==> src/logic/panel_pkg.sv <==
package panel_pkg;

	// Key positions within the key bus.
	localparam int KEY_COUNT = 5;
	localparam int KEY_MODE  = 0;
	localparam int KEY_SET   = 1;
	localparam int KEY_UP    = 2;
	localparam int KEY_DOWN  = 3;
	localparam int KEY_SHIFT = 4;

	// Basic panel modes, visited in this order by the mode key.
	typedef enum logic [3:0] {
		MODE_STATUS  = 4'b0001,
		MODE_PARAM   = 4'b0010,
		MODE_MONITOR = 4'b0100,
		MODE_AUX     = 4'b1000
	} panel_mode_e;

	// Drive control method, one-hot on the control_mode_i port.
	localparam logic [3:0] CTRL_SPEED    = 4'b0001;
	localparam logic [3:0] CTRL_POSITION = 4'b0010;
	localparam logic [3:0] CTRL_TORQUE   = 4'b0100;
	localparam logic [3:0] CTRL_BUS      = 4'b1000;

	// Power-up display selection: this value keeps the status screen.
	localparam logic [11:0] POWERUP_STATUS      = 12'hfff;
	localparam logic [11:0] POWERUP_SEL_DEFAULT = 12'hfff;

	// Default thresholds, in rpm, mm/s, command units and percent of rated torque.
	localparam logic [15:0] SPEED_MATCH_DEFAULT   = 16'h000a;
	localparam logic [31:0] POSITION_DONE_DEFAULT = 32'h0000_0007;
	localparam logic [15:0] ROTATION_DEFAULT      = 16'h0014;
	localparam logic [15:0] TORQUE_CMD_PERCENT    = 16'h000a;

	// Panel has five digits.
	localparam int DIGIT_COUNT = 5;

	// Timing.
	localparam int CLOCK_KHZ        = 100_000;
	localparam int DEBOUNCE_TIME_MS = 10;
	localparam int DEBOUNCE_CYCLES  = DEBOUNCE_TIME_MS * CLOCK_KHZ;
	localparam int BLINK_HALF_MS    = 250;
	localparam int BLINK_CYCLES     = BLINK_HALF_MS * CLOCK_KHZ;

endpackage : panel_pkg

==> src/logic/key_if.sv <==
`timescale 1ns/1ns
interface key_if;
	logic [panel_pkg::KEY_COUNT-1:0] raw;
	logic [panel_pkg::KEY_COUNT-1:0] press;

	modport filter
	(
		input  raw,
		output press
	);

	modport panel
	(
		output raw,
		input  press
	);
endinterface : key_if

==> src/logic/key_debounce.sv <==
`timescale 1ns/1ns
module key_debounce #(
	parameter int SETTLE_CYCLES = panel_pkg::DEBOUNCE_CYCLES
)
(
	input  wire logic clock_i,
	input  wire logic rst_b_i,
	key_if.filter     keys
);

	localparam int CW = $clog2(SETTLE_CYCLES + 1);

	genvar k;
	generate
		for (k = 0; k < panel_pkg::KEY_COUNT; k++)
		begin : g_key
			logic [CW-1:0] count;
			logic          stable;

			// A key level is accepted only after it held steady for the settle time, so contact bounce
			// can never yield a second press.
			always_ff @(posedge clock_i)
			begin
				if (!rst_b_i)
				begin
					count  <= '0;
					stable <= 1'b0;
				end
				else if (keys.raw[k] == stable)
				begin
					count <= '0;
				end
				else if (count == CW'(SETTLE_CYCLES - 1))
				begin
					count  <= '0;
					stable <= keys.raw[k];
				end
				else
				begin
					count <= count + CW'(1);
				end
			end

			always_ff @(posedge clock_i)
			begin
				if (!rst_b_i)
					keys.press[k] <= 1'b0;
				else
					keys.press[k] <= (count == CW'(SETTLE_CYCLES - 1)) && keys.raw[k] && !stable;
			end

		end
	endgenerate
endmodule : key_debounce

==> src/logic/panel_key_and_status_display.sv <==
`timescale 1ns/1ns
module panel_key_and_status_display #(
	parameter int DEBOUNCE_CYCLES = panel_pkg::DEBOUNCE_CYCLES,
	parameter int BLINK_CYCLES    = panel_pkg::BLINK_CYCLES
)
(
	input  wire logic                                clock_i,
	input  wire logic                                rst_b_i,
	input  wire logic [panel_pkg::KEY_COUNT-1:0]     keys_i,
	input  wire logic [11:0]                         powerup_display_select_i,
	input  wire logic                                jog_aux_function_i,
	input  wire logic                                alarm_active_i,
	input  wire logic                                control_power_on_i,
	input  wire logic                                main_power_on_i,
	input  wire logic                                servo_on_i,
	input  wire logic [3:0]                          control_mode_i,
	input  wire logic                                linear_motor_i,
	input  wire logic signed [15:0]                  motor_speed_i,
	input  wire logic signed [15:0]                  speed_command_i,
	input  wire logic signed [31:0]                  position_deviation_i,
	input  wire logic signed [15:0]                  torque_command_i,
	input  wire logic [15:0]                         speed_match_threshold_rot_i,
	input  wire logic [15:0]                         speed_match_threshold_lin_i,
	input  wire logic [31:0]                         position_done_window_i,
	input  wire logic [15:0]                         rotation_detect_threshold_rot_i,
	input  wire logic [15:0]                         rotation_detect_threshold_lin_i,
	input  wire logic                                command_pulse_active_i,
	input  wire logic                                deviation_clear_i,
	input  wire logic                                command_noise_i,
	input  wire logic                                forced_stop_input_i,
	input  wire logic [1:0]                          bus_connector_a_i,
	input  wire logic [1:0]                          bus_connector_b_i,
	output panel_pkg::panel_mode_e                   panel_mode_o,
	output logic                                     param_value_shown_o,
	output logic [11:0]                              monitor_item_o,
	output logic                                     alarm_clear_o,
	output logic                                     edit_inc_o,
	output logic                                     edit_dec_o,
	output logic                                     jog_forward_o,
	output logic                                     jog_reverse_o,
	output logic [2:0]                               selected_digit_o,
	output logic [panel_pkg::DIGIT_COUNT-1:0]        digit_point_o,
	output logic                                     control_power_seg_o,
	output logic                                     power_ready_seg_o,
	output logic                                     base_block_seg_o,
	output logic                                     speed_match_flag_o,
	output logic                                     noise_minus_seg_o,
	output logic                                     position_done_flag_o,
	output logic                                     rotation_detect_flag_o,
	output logic                                     command_input_seg_o,
	output logic                                     clear_input_seg_o,
	output logic [1:0]                               bus_a_seg_o,
	output logic [1:0]                               bus_b_seg_o,
	output logic                                     forced_stop_symbol_o
);

	key_if keys_bus ();

	assign keys_bus.raw = keys_i;

	key_debounce #(
		.SETTLE_CYCLES(DEBOUNCE_CYCLES)
	) debounce (
		.clock_i(clock_i),
		.rst_b_i(rst_b_i),
		.keys   (keys_bus.filter)
	);

	logic [panel_pkg::KEY_COUNT-1:0] press;
	assign press = keys_bus.press;

	function automatic logic [32:0] magnitude(input logic signed [32:0] v);
		magnitude = v[32] ? 33'(-v) : 33'(v);
	endfunction : magnitude

	// Mode sequencing.
	logic        powerup_pending;
	logic        jogging;
	panel_pkg::panel_mode_e next_mode;

	always_comb
	begin
		case (panel_mode_o)
			panel_pkg::MODE_STATUS:  next_mode = panel_pkg::MODE_PARAM;
			panel_pkg::MODE_PARAM:   next_mode = panel_pkg::MODE_MONITOR;
			panel_pkg::MODE_MONITOR: next_mode = panel_pkg::MODE_AUX;
			panel_pkg::MODE_AUX:     next_mode = panel_pkg::MODE_STATUS;
			default:                 next_mode = panel_pkg::MODE_STATUS;
		endcase
	end

	assign jogging = (panel_mode_o == panel_pkg::MODE_AUX) && jog_aux_function_i;

	// The selection is caught one cycle after reset release so the reset path stays constant.
	always_ff @(posedge clock_i)
	begin
		if (!rst_b_i)
			powerup_pending <= 1'b1;
		else
			powerup_pending <= 1'b0;
	end

	always_ff @(posedge clock_i)
	begin
		if (!rst_b_i)
			panel_mode_o <= panel_pkg::MODE_STATUS;
		else if (powerup_pending)
			panel_mode_o <= (powerup_display_select_i == panel_pkg::POWERUP_STATUS) ?
				panel_pkg::MODE_STATUS : panel_pkg::MODE_MONITOR;
		else if (press[panel_pkg::KEY_MODE])
			panel_mode_o <= next_mode;
		else if (press[panel_pkg::KEY_SET])
			panel_mode_o <= panel_pkg::MODE_PARAM;
	end

	always_ff @(posedge clock_i)
	begin
		if (!rst_b_i)
			monitor_item_o <= 12'h000;
		else if (powerup_pending)
			monitor_item_o <= powerup_display_select_i;
	end

	// A second set press while a value is shown returns to the parameter number.
	always_ff @(posedge clock_i)
	begin
		if (!rst_b_i)
			param_value_shown_o <= 1'b0;
		else if (powerup_pending || press[panel_pkg::KEY_MODE])
			param_value_shown_o <= 1'b0;
		else if (press[panel_pkg::KEY_SET])
			param_value_shown_o <= (panel_mode_o == panel_pkg::MODE_PARAM) ? !param_value_shown_o : 1'b1;
	end

	// Key actions, one pulse per accepted press.
	always_ff @(posedge clock_i)
	begin
		if (!rst_b_i)
		begin
			alarm_clear_o <= 1'b0;
			edit_inc_o    <= 1'b0;
			edit_dec_o    <= 1'b0;
			jog_forward_o <= 1'b0;
			jog_reverse_o <= 1'b0;
		end
		else
		begin
			alarm_clear_o <= press[panel_pkg::KEY_SET] && alarm_active_i;
			edit_inc_o    <= press[panel_pkg::KEY_UP] && !jogging;
			jog_forward_o <= press[panel_pkg::KEY_UP] && jogging;
			edit_dec_o    <= press[panel_pkg::KEY_DOWN] && !jogging;
			jog_reverse_o <= press[panel_pkg::KEY_DOWN] && jogging;
		end
	end

	// Digit selection wraps from the leftmost digit back to the rightmost.
	always_ff @(posedge clock_i)
	begin
		if (!rst_b_i)
			selected_digit_o <= 3'h0;
		else if (press[panel_pkg::KEY_MODE])
			selected_digit_o <= 3'h0;
		else if (press[panel_pkg::KEY_SHIFT])
			selected_digit_o <= (selected_digit_o == 3'(panel_pkg::DIGIT_COUNT - 1)) ?
				3'h0 : selected_digit_o + 3'h1;
	end

	// Shared blink timebase for the digit point and the noise minus sign.
	logic [31:0] blink_count;
	logic        blink_phase;

	always_ff @(posedge clock_i)
	begin
		if (!rst_b_i)
		begin
			blink_count <= 32'h0;
			blink_phase <= 1'b0;
		end
		else if (blink_count == 32'(BLINK_CYCLES - 1))
		begin
			blink_count <= 32'h0;
			blink_phase <= !blink_phase;
		end
		else
		begin
			blink_count <= blink_count + 32'h1;
		end
	end

	genvar d;
	generate
		for (d = 0; d < panel_pkg::DIGIT_COUNT; d++)
		begin : g_point
			always_ff @(posedge clock_i)
			begin
				if (!rst_b_i)
					digit_point_o[d] <= 1'b0;
				else
					digit_point_o[d] <= param_value_shown_o && (selected_digit_o == 3'(d)) && blink_phase;
			end
		end
	endgenerate

	// Status segment comparisons.
	logic        in_speed;
	logic        in_position;
	logic        in_torque;
	logic        in_bus;
	logic [32:0] speed_match_thr;
	logic [32:0] rotation_thr;
	logic [32:0] speed_err;
	logic [32:0] speed_mag;
	logic [32:0] command_mag;
	logic [32:0] deviation_mag;
	logic [32:0] torque_mag;
	logic        command_level;

	assign in_speed        = control_mode_i == panel_pkg::CTRL_SPEED;
	assign in_position     = control_mode_i == panel_pkg::CTRL_POSITION;
	assign in_torque       = control_mode_i == panel_pkg::CTRL_TORQUE;
	assign in_bus          = control_mode_i == panel_pkg::CTRL_BUS;
	assign speed_match_thr = 33'(linear_motor_i ? speed_match_threshold_lin_i : speed_match_threshold_rot_i);
	assign rotation_thr    = 33'(linear_motor_i ? rotation_detect_threshold_lin_i : rotation_detect_threshold_rot_i);
	assign speed_err       = magnitude(33'(motor_speed_i) - 33'(speed_command_i));
	assign speed_mag       = magnitude(33'(motor_speed_i));
	assign command_mag     = magnitude(33'(speed_command_i));
	assign deviation_mag   = magnitude(33'(position_deviation_i));
	assign torque_mag      = magnitude(33'(torque_command_i));

	always_comb
	begin
		if (in_speed)
			command_level = command_mag > rotation_thr;
		else if (in_position)
			command_level = command_pulse_active_i;
		else if (in_torque)
			command_level = torque_mag > 33'(panel_pkg::TORQUE_CMD_PERCENT);
		else
			command_level = 1'b0;
	end

	always_ff @(posedge clock_i)
	begin
		if (!rst_b_i)
		begin
			control_power_seg_o    <= 1'b0;
			power_ready_seg_o      <= 1'b0;
			base_block_seg_o       <= 1'b1;
			speed_match_flag_o     <= 1'b0;
			noise_minus_seg_o      <= 1'b0;
			position_done_flag_o   <= 1'b0;
			rotation_detect_flag_o <= 1'b0;
			command_input_seg_o    <= 1'b0;
			clear_input_seg_o      <= 1'b0;
			bus_a_seg_o            <= 2'h0;
			bus_b_seg_o            <= 2'h0;
			forced_stop_symbol_o   <= 1'b0;
		end
		else
		begin
			control_power_seg_o    <= control_power_on_i;
			power_ready_seg_o      <= main_power_on_i;
			base_block_seg_o       <= !servo_on_i;
			speed_match_flag_o     <= in_torque || (in_speed && speed_err <= speed_match_thr);
			noise_minus_seg_o      <= command_noise_i && blink_phase;
			position_done_flag_o   <= in_position && deviation_mag <= 33'(position_done_window_i);
			rotation_detect_flag_o <= speed_mag > rotation_thr;
			command_input_seg_o    <= command_level;
			clear_input_seg_o      <= in_position && deviation_clear_i;
			bus_a_seg_o            <= in_bus ? bus_connector_a_i : 2'h0;
			bus_b_seg_o            <= in_bus ? bus_connector_b_i : 2'h0;
			forced_stop_symbol_o   <= forced_stop_input_i;
		end
	end
endmodule : panel_key_and_status_display

==> config.mk <==
export PLATFORM = sky130hd
export DESIGN_NAME = panel_key_and_status_display
export DESIGN_NICKNAME = d
export VERILOG_FILES = /design/src/logic/panel_pkg.sv /design/src/logic/key_if.sv /design/src/logic/key_debounce.sv /design/src/logic/panel_key_and_status_display.sv
export SDC_FILE = /design/constraint.sdc
export NUM_CORES = 1
export LEC_CHECK = 0
export BUFFER_PORTS_ARGS = -buffer_cell sky130_fd_sc_hd__buf_2
export CAP_MARGIN = 10
export CORE_UTILIZATION = 51
export DETAILED_ROUTE_END_ITERATION = 8
export PLACE_DENSITY = 0.85
export SYNTH_ARGS = -nofsm -noshare
export SYNTH_HDL_FRONTEND = slang
export SYNTH_HIERARCHICAL = 1
export SYNTH_SLANG_ARGS = --single-unit
==> constraint.sdc <==
create_clock -name clock_i -period 3.8 [get_ports clock_i]
set_input_delay 0 -clock clock_i [delete_from_list [all_inputs] [get_ports clock_i]]
set_output_delay 0 -clock clock_i [all_outputs]
set_load 0.005 [all_outputs]
-- Word-level counts from Yosys, hierarchy flattened
Cells that the tools add are included.
- bits of input ports: 213
- bits in writable memories: 0
- memory bits (read-only): 0
- latch bits: 0
- register bits after elaboration: 188
- output and inout port bits: 44
- memories kept: 0
- logic and storage cells: 167
- order comparisons: 5
- multipliers: 0
- div/mod/pow operators: 0
- shift-type cells: 0
- equal/unequal tests: 24
- reductions and logical operators: 57
- bitwise logic cells: 6
- mux-type cells: 18
- add/subtract/negate cells: 13
- operator list (cell ; count):
    $mux W33 ; 5
    $add A20 B1 Y20 const B ; 5
    $eq A20 B20 Y1 const B ; 5
    $neg A16 Y33 ; 3
    $gt A33 B16 Y1 ; 2
    $gt A33 B4 Y1 const B ; 1
    $le A33 B16 Y1 ; 1
    $le A33 B32 Y1 ; 1
    $neg A17 Y33 ; 1
    $neg A32 Y33 ; 1
    $add A32 B1 Y32 const B ; 1
    $eq A32 B25 Y1 const B ; 1
    $mux W16 ; 2
    $logic_and A1 B1 Y1 ; 30
    $sub A16 B16 Y17 ; 1
    $reduce_or A3 Y1 ; 5
    $eq A12 B12 Y1 const B ; 1
    $mux W4 ; 3
    $pmux W4 S3 ; 1
    $reduce_and A2 Y1 ; 6
    $logic_not A1 Y1 ; 9
    $eq A4 B1 Y1 const B ; 2
    $eq A4 B2 Y1 const B ; 2
    $eq A4 B3 Y1 const B ; 2
    13 further kinds ; 32

-- Longest topological paths before layout
- word-level depth: 6
- gate-level depth with buffers: 21

-- Hierarchy
The synthesis kept the hierarchy.
- by module, submodules not included (module ; sequential area each (um2) ; area each (um2) ; times used ; cells each):
    panel_key_and_status_display ; 1561.5 ; 8132.8 ; 1 ; 1037
    key_debounce ; 2202.1 ; 4991.0 ; 1 ; 578

-- Worst setup path before layout
Ideal clock, no wire load.
- path type: input to register
- from: input port motor_speed_i[0]
- to: register speed_match_flag_o
- setup slack: 0.113 ns
- library setup time: 0.057 ns
- data required time: 3.743 ns
- arrival time: 3.630 ns
- path buffers: 1
- stages: 21
- cells stage by stage: inv_1 ha_1 fa_1 nand2b_1 a211oi_4 o21ai_2 o211a_1 a211oi_1 o22a_1 buf_2 nor2_1 xnor2_1 ha_1 a21o_1 a21o_1 a21oi_1 o211ai_1 a21oi_1 o21ai_0 a21oi_1 a21o_1
- cells in the longest elaborated chain, start to end: 6
- RTL lines (item ; RTL line ; source):
    start, declared ; panel_key_and_status_display.sv:18 ; input wire logic signed [15:0] motor_speed_i,
    $sub A16 B16 Y17 * ; panel_key_and_status_display.sv:224 ; assign speed_err = magnitude(33'(motor_speed_i) - 33'(speed_command_i));
    $neg A17 Y33 ; panel_key_and_status_display.sv:73 ; magnitude = v[32] ? 33'(-v) : 33'(v);
    $mux W33 * ; panel_key_and_status_display.sv:73 ;
    $le A33 B16 Y1 * ; panel_key_and_status_display.sv:264 ; speed_match_flag_o <= in_torque || (in_speed && speed_err <= speed_match_thr);
    $logic_and A1 B1 Y1 * ; panel_key_and_status_display.sv:264 ;
    $logic_or A1 B1 Y1 * ; panel_key_and_status_display.sv:264 ;
    end signal, assigned ; panel_key_and_status_display.sv:264 ;
    end, declared ; panel_key_and_status_display.sv:46 ; output logic speed_match_flag_o,
Mark *: on every way between the ends. The rest lies on a longest branch, timed or not.
A chain may end at the register's enable or synchronous reset.

-- Worst setup path after layout
Same ends and word-level chain as after synthesis.

==> reports/qor.txt <==
Final Hold Violating Endpoints = 0
clk_lat worst skew = 0.43 ns
CTS tree = built
mux share of post-synthesis cell area = 0.0368
clock sinks = 188
Post-Place Setup Slack = -0.206 ns
Core ar. = 25200 um2
root buf cell = clkbuf_16
max_slew headroom = 0.417
# rows = 58
cells on worst reg2reg path = 8
fraction of layout cells with a size suffix above 1 = 0.177
initial antenna violation count = 0
# IOs = 257
commonest non-fill, non-tap cell in the layout = buf_2
Synth Flop Type = dfxtp_1
Max Slew Vio Count = 0
CP endpoint kind = flip-flop
Detailed Route Iter0 Violations = 1027
Adder-Cell Fraction of Synth Area = 0.108
first-pass GRT wire length = 56.8 mm
CTS buffer count = 17
synth unique cells = 81
Hold/Removal Path Class = input pin to flip-flop
Simple-Gate Fraction of Synth Area = 0.268
crit-path leading delay family = compound AO/OA/AOI/OAI gates
Yosys Warn Count = 6
DRC = 0
largest net degree at the start of global routing = 33
asr flop ratio synth = 0
clock slew at the register clock pins of the worst setup and hold paths = 0.08 ns
synth top area cells = dfxtp_1, ha_1, xnor2_1
vias per cell = 5.78
pwr dens = 313 nW/um2
CP Max Fanout = 10
Max Freq = 0.286 GHz
postcts setup bufs = 0
fill count = 2127
crit path kind = input pin to flip-flop
share of the synthesized area in the top cell type = 0.287
final setup vio count = 0
via count = 13000
slowest stage cell, crit path = fa_1
area grow syn2layout = 19.9%
area leader, netlist = dfxtp_1
GRT Total Usage = 0.261
Die Y = 162 um
post-route clock skew = 0.0118 ns
CP Launch Type = input pin
status = finished clean
Crit path required time = 4.18 ns
total gr overflow = 0
Die ar. = 26400 um2
Post-DRT Antenna Nets = 0
vias in the first global route = 12600
Netlist Area Pre-Place = 13100 um2
leakage power = 6.59 nW
worst vdd ir = 0.000272 V
Seq/Total Area, Yosys = 0.287
fin nets = 2231
Initial Util = 0.521
MaxCap Viol Count = 0
Post-synth EDFFs = 0
complex-gate fraction of the synthesized area = 0.143
Levels on crit path = 21
final worst setup slack = 0.306 ns
Synth Area in XOR/XNOR = 0.115
Routed wire per std cell = 15.4 um
Synth Area per Inst = 8.13 um2
routability cong. = 1.02
post-route insts no fill = 2249
post-synthesis cell count = 1615
Sequential Area = 3760 um2
Worst EP arrival = 3.88 ns
H-tree Lvls = 4
Syn Nets = 1941
final period utilization = 0.920
commonest cells after routing, fill and taps aside = buf_2, dfxtp_1, nor2_1
total power = 4.92 mW
I/O Buffers = 256
WHS Path Cells = 3
Least-Margin Pin Slew = 0.863 ns
largest family of logic cells by synthesized area = simple AND/OR/NAND/NOR gates
Critical Path, Cell by Cell = buf_2, inv_1, ha_1, fa_1, nand2b_1, a211oi_4, o21ai_2, o211a_1, a211oi_1, o22a_2, nor2_1, xnor2_1, ha_1, a21o_1, a21o_1, a21oi_1, o211ai_1, a21oi_1, o21ai_0, a21oi_1, a21o_1
Tmin final = 3.49 ns
multi-input logic area = 8820 um2
Die Wd = 162 um
total placed cells including tap cells = 2181
RSZ-0062 raised after global routing = false
register bit total from synthesis = 188
final wirelength = 34.7 mm
deepest clock path buffer count = 2
DPL Wire Length = 26.8 mm
worst path bufs/invs = 2
Largest stage delay, worst path = 0.38 ns
Pre-antenna DRT Iters = 5
cell families after synthesis:
logic type,count (synthesis)
adder cells (fa/ha/maj),113
AND/OR/NAND/NOR,665
buffers and inverters,140
XOR/XNOR,172
multiplexers,48
flip-flops,188
AO/OA/AOI/OAI,289
power breakdown:
group / internal, mW / switching, mW
combinational: 0.534 / 0.625
clock: 0.898 / 0.854
sequential: 1.99 / 0.0173
final timing paths:
kind                              start                         end  slack (ns)
max                    motor_speed_i[0]          speed_match_flag_o        0.31
min reg2reg  debounce/g_key[0].count[0]  debounce/g_key[0].count[0]        0.44
min                   control_mode_i[1]           clear_input_seg_o        0.04
max reg2reg              blink_count[0]             blink_count[31]        1.22
sequential cells by signal (all words and copies together), names as in the netlist, 2 cells and up:
name                   count
blink_count               32
bus_a_seg_o                2
bus_b_seg_o                2
debounce/g_key.count     100
debounce/g_key.stable      5
debounce/keys.press        5
digit_point_o              5
monitor_item_o            12
panel_mode_o               4
selected_digit_o           3
layout make-up:
cell class                 instances  share of cell area
antenna                            1            0.000159
clock buffer                      18              0.0279
clock inverter                    14              0.0100
inverter                         102              0.0243
multi-input combinational       1287               0.560
sequential                       188               0.239
tap                              330              0.0262
timing repair buffer             309               0.112
per-stage QoR:
stage          area [um2]   util  TNS [ns]  hold WS [ns]
3_5_place_dp        14800  0.587    -0.206         0.199
3_3_place_gp        14800  0.587   -0.0885         0.198
2_1_floorplan       13100      -         0        0.0619
5_1_grt             15700  0.625         0        0.0460
4_1_cts             15700  0.625         0        0.0273
6_report            15700  0.625         0        0.0354
synth_stat cells, drive strengths merged, types with 11 or more instances:
cell type  number
and4           11
and2           18
nor4b          13
buf            11
nor4           35
and3           26
nand2         110
or4            22
nand3          71
or3            29
xor2           54
o21ai          72
nor3           26
mux2i          46
dfxtp         188
nor2b          11
clkbuf         27
nor2          184
a21o           23
ha            112
nand4          54
a21oi          84
o31ai          27
nand2b         22
xnor2         118
inv           101
o21a           12
worst reg2reg max path, delay by kind of cell (launching register included):
kind,cells,cell delay [ns]
simple gates,7,1.92
xor+xnor,1,0.15
flops,1,0.38
metal layers:
metal / global-route usage / wire length (um) / vias up
li1: - / - / 6397
met1: 0.308 / 14600 / 6088
met2: 0.461 / 16700 / 440
met3: 0.0527 / 2280 / 80
met4: 0.102 / 1010 / 0
met5: 0 / 0 / -
repair_timing:
action,in CTS,in global routing
endpoints found under the setup margin,0,1
endpoints found under the hold margin,42,0
hold buffers,35,0
gates resized for setup,0,1
(Power assumes the default switching activity.)
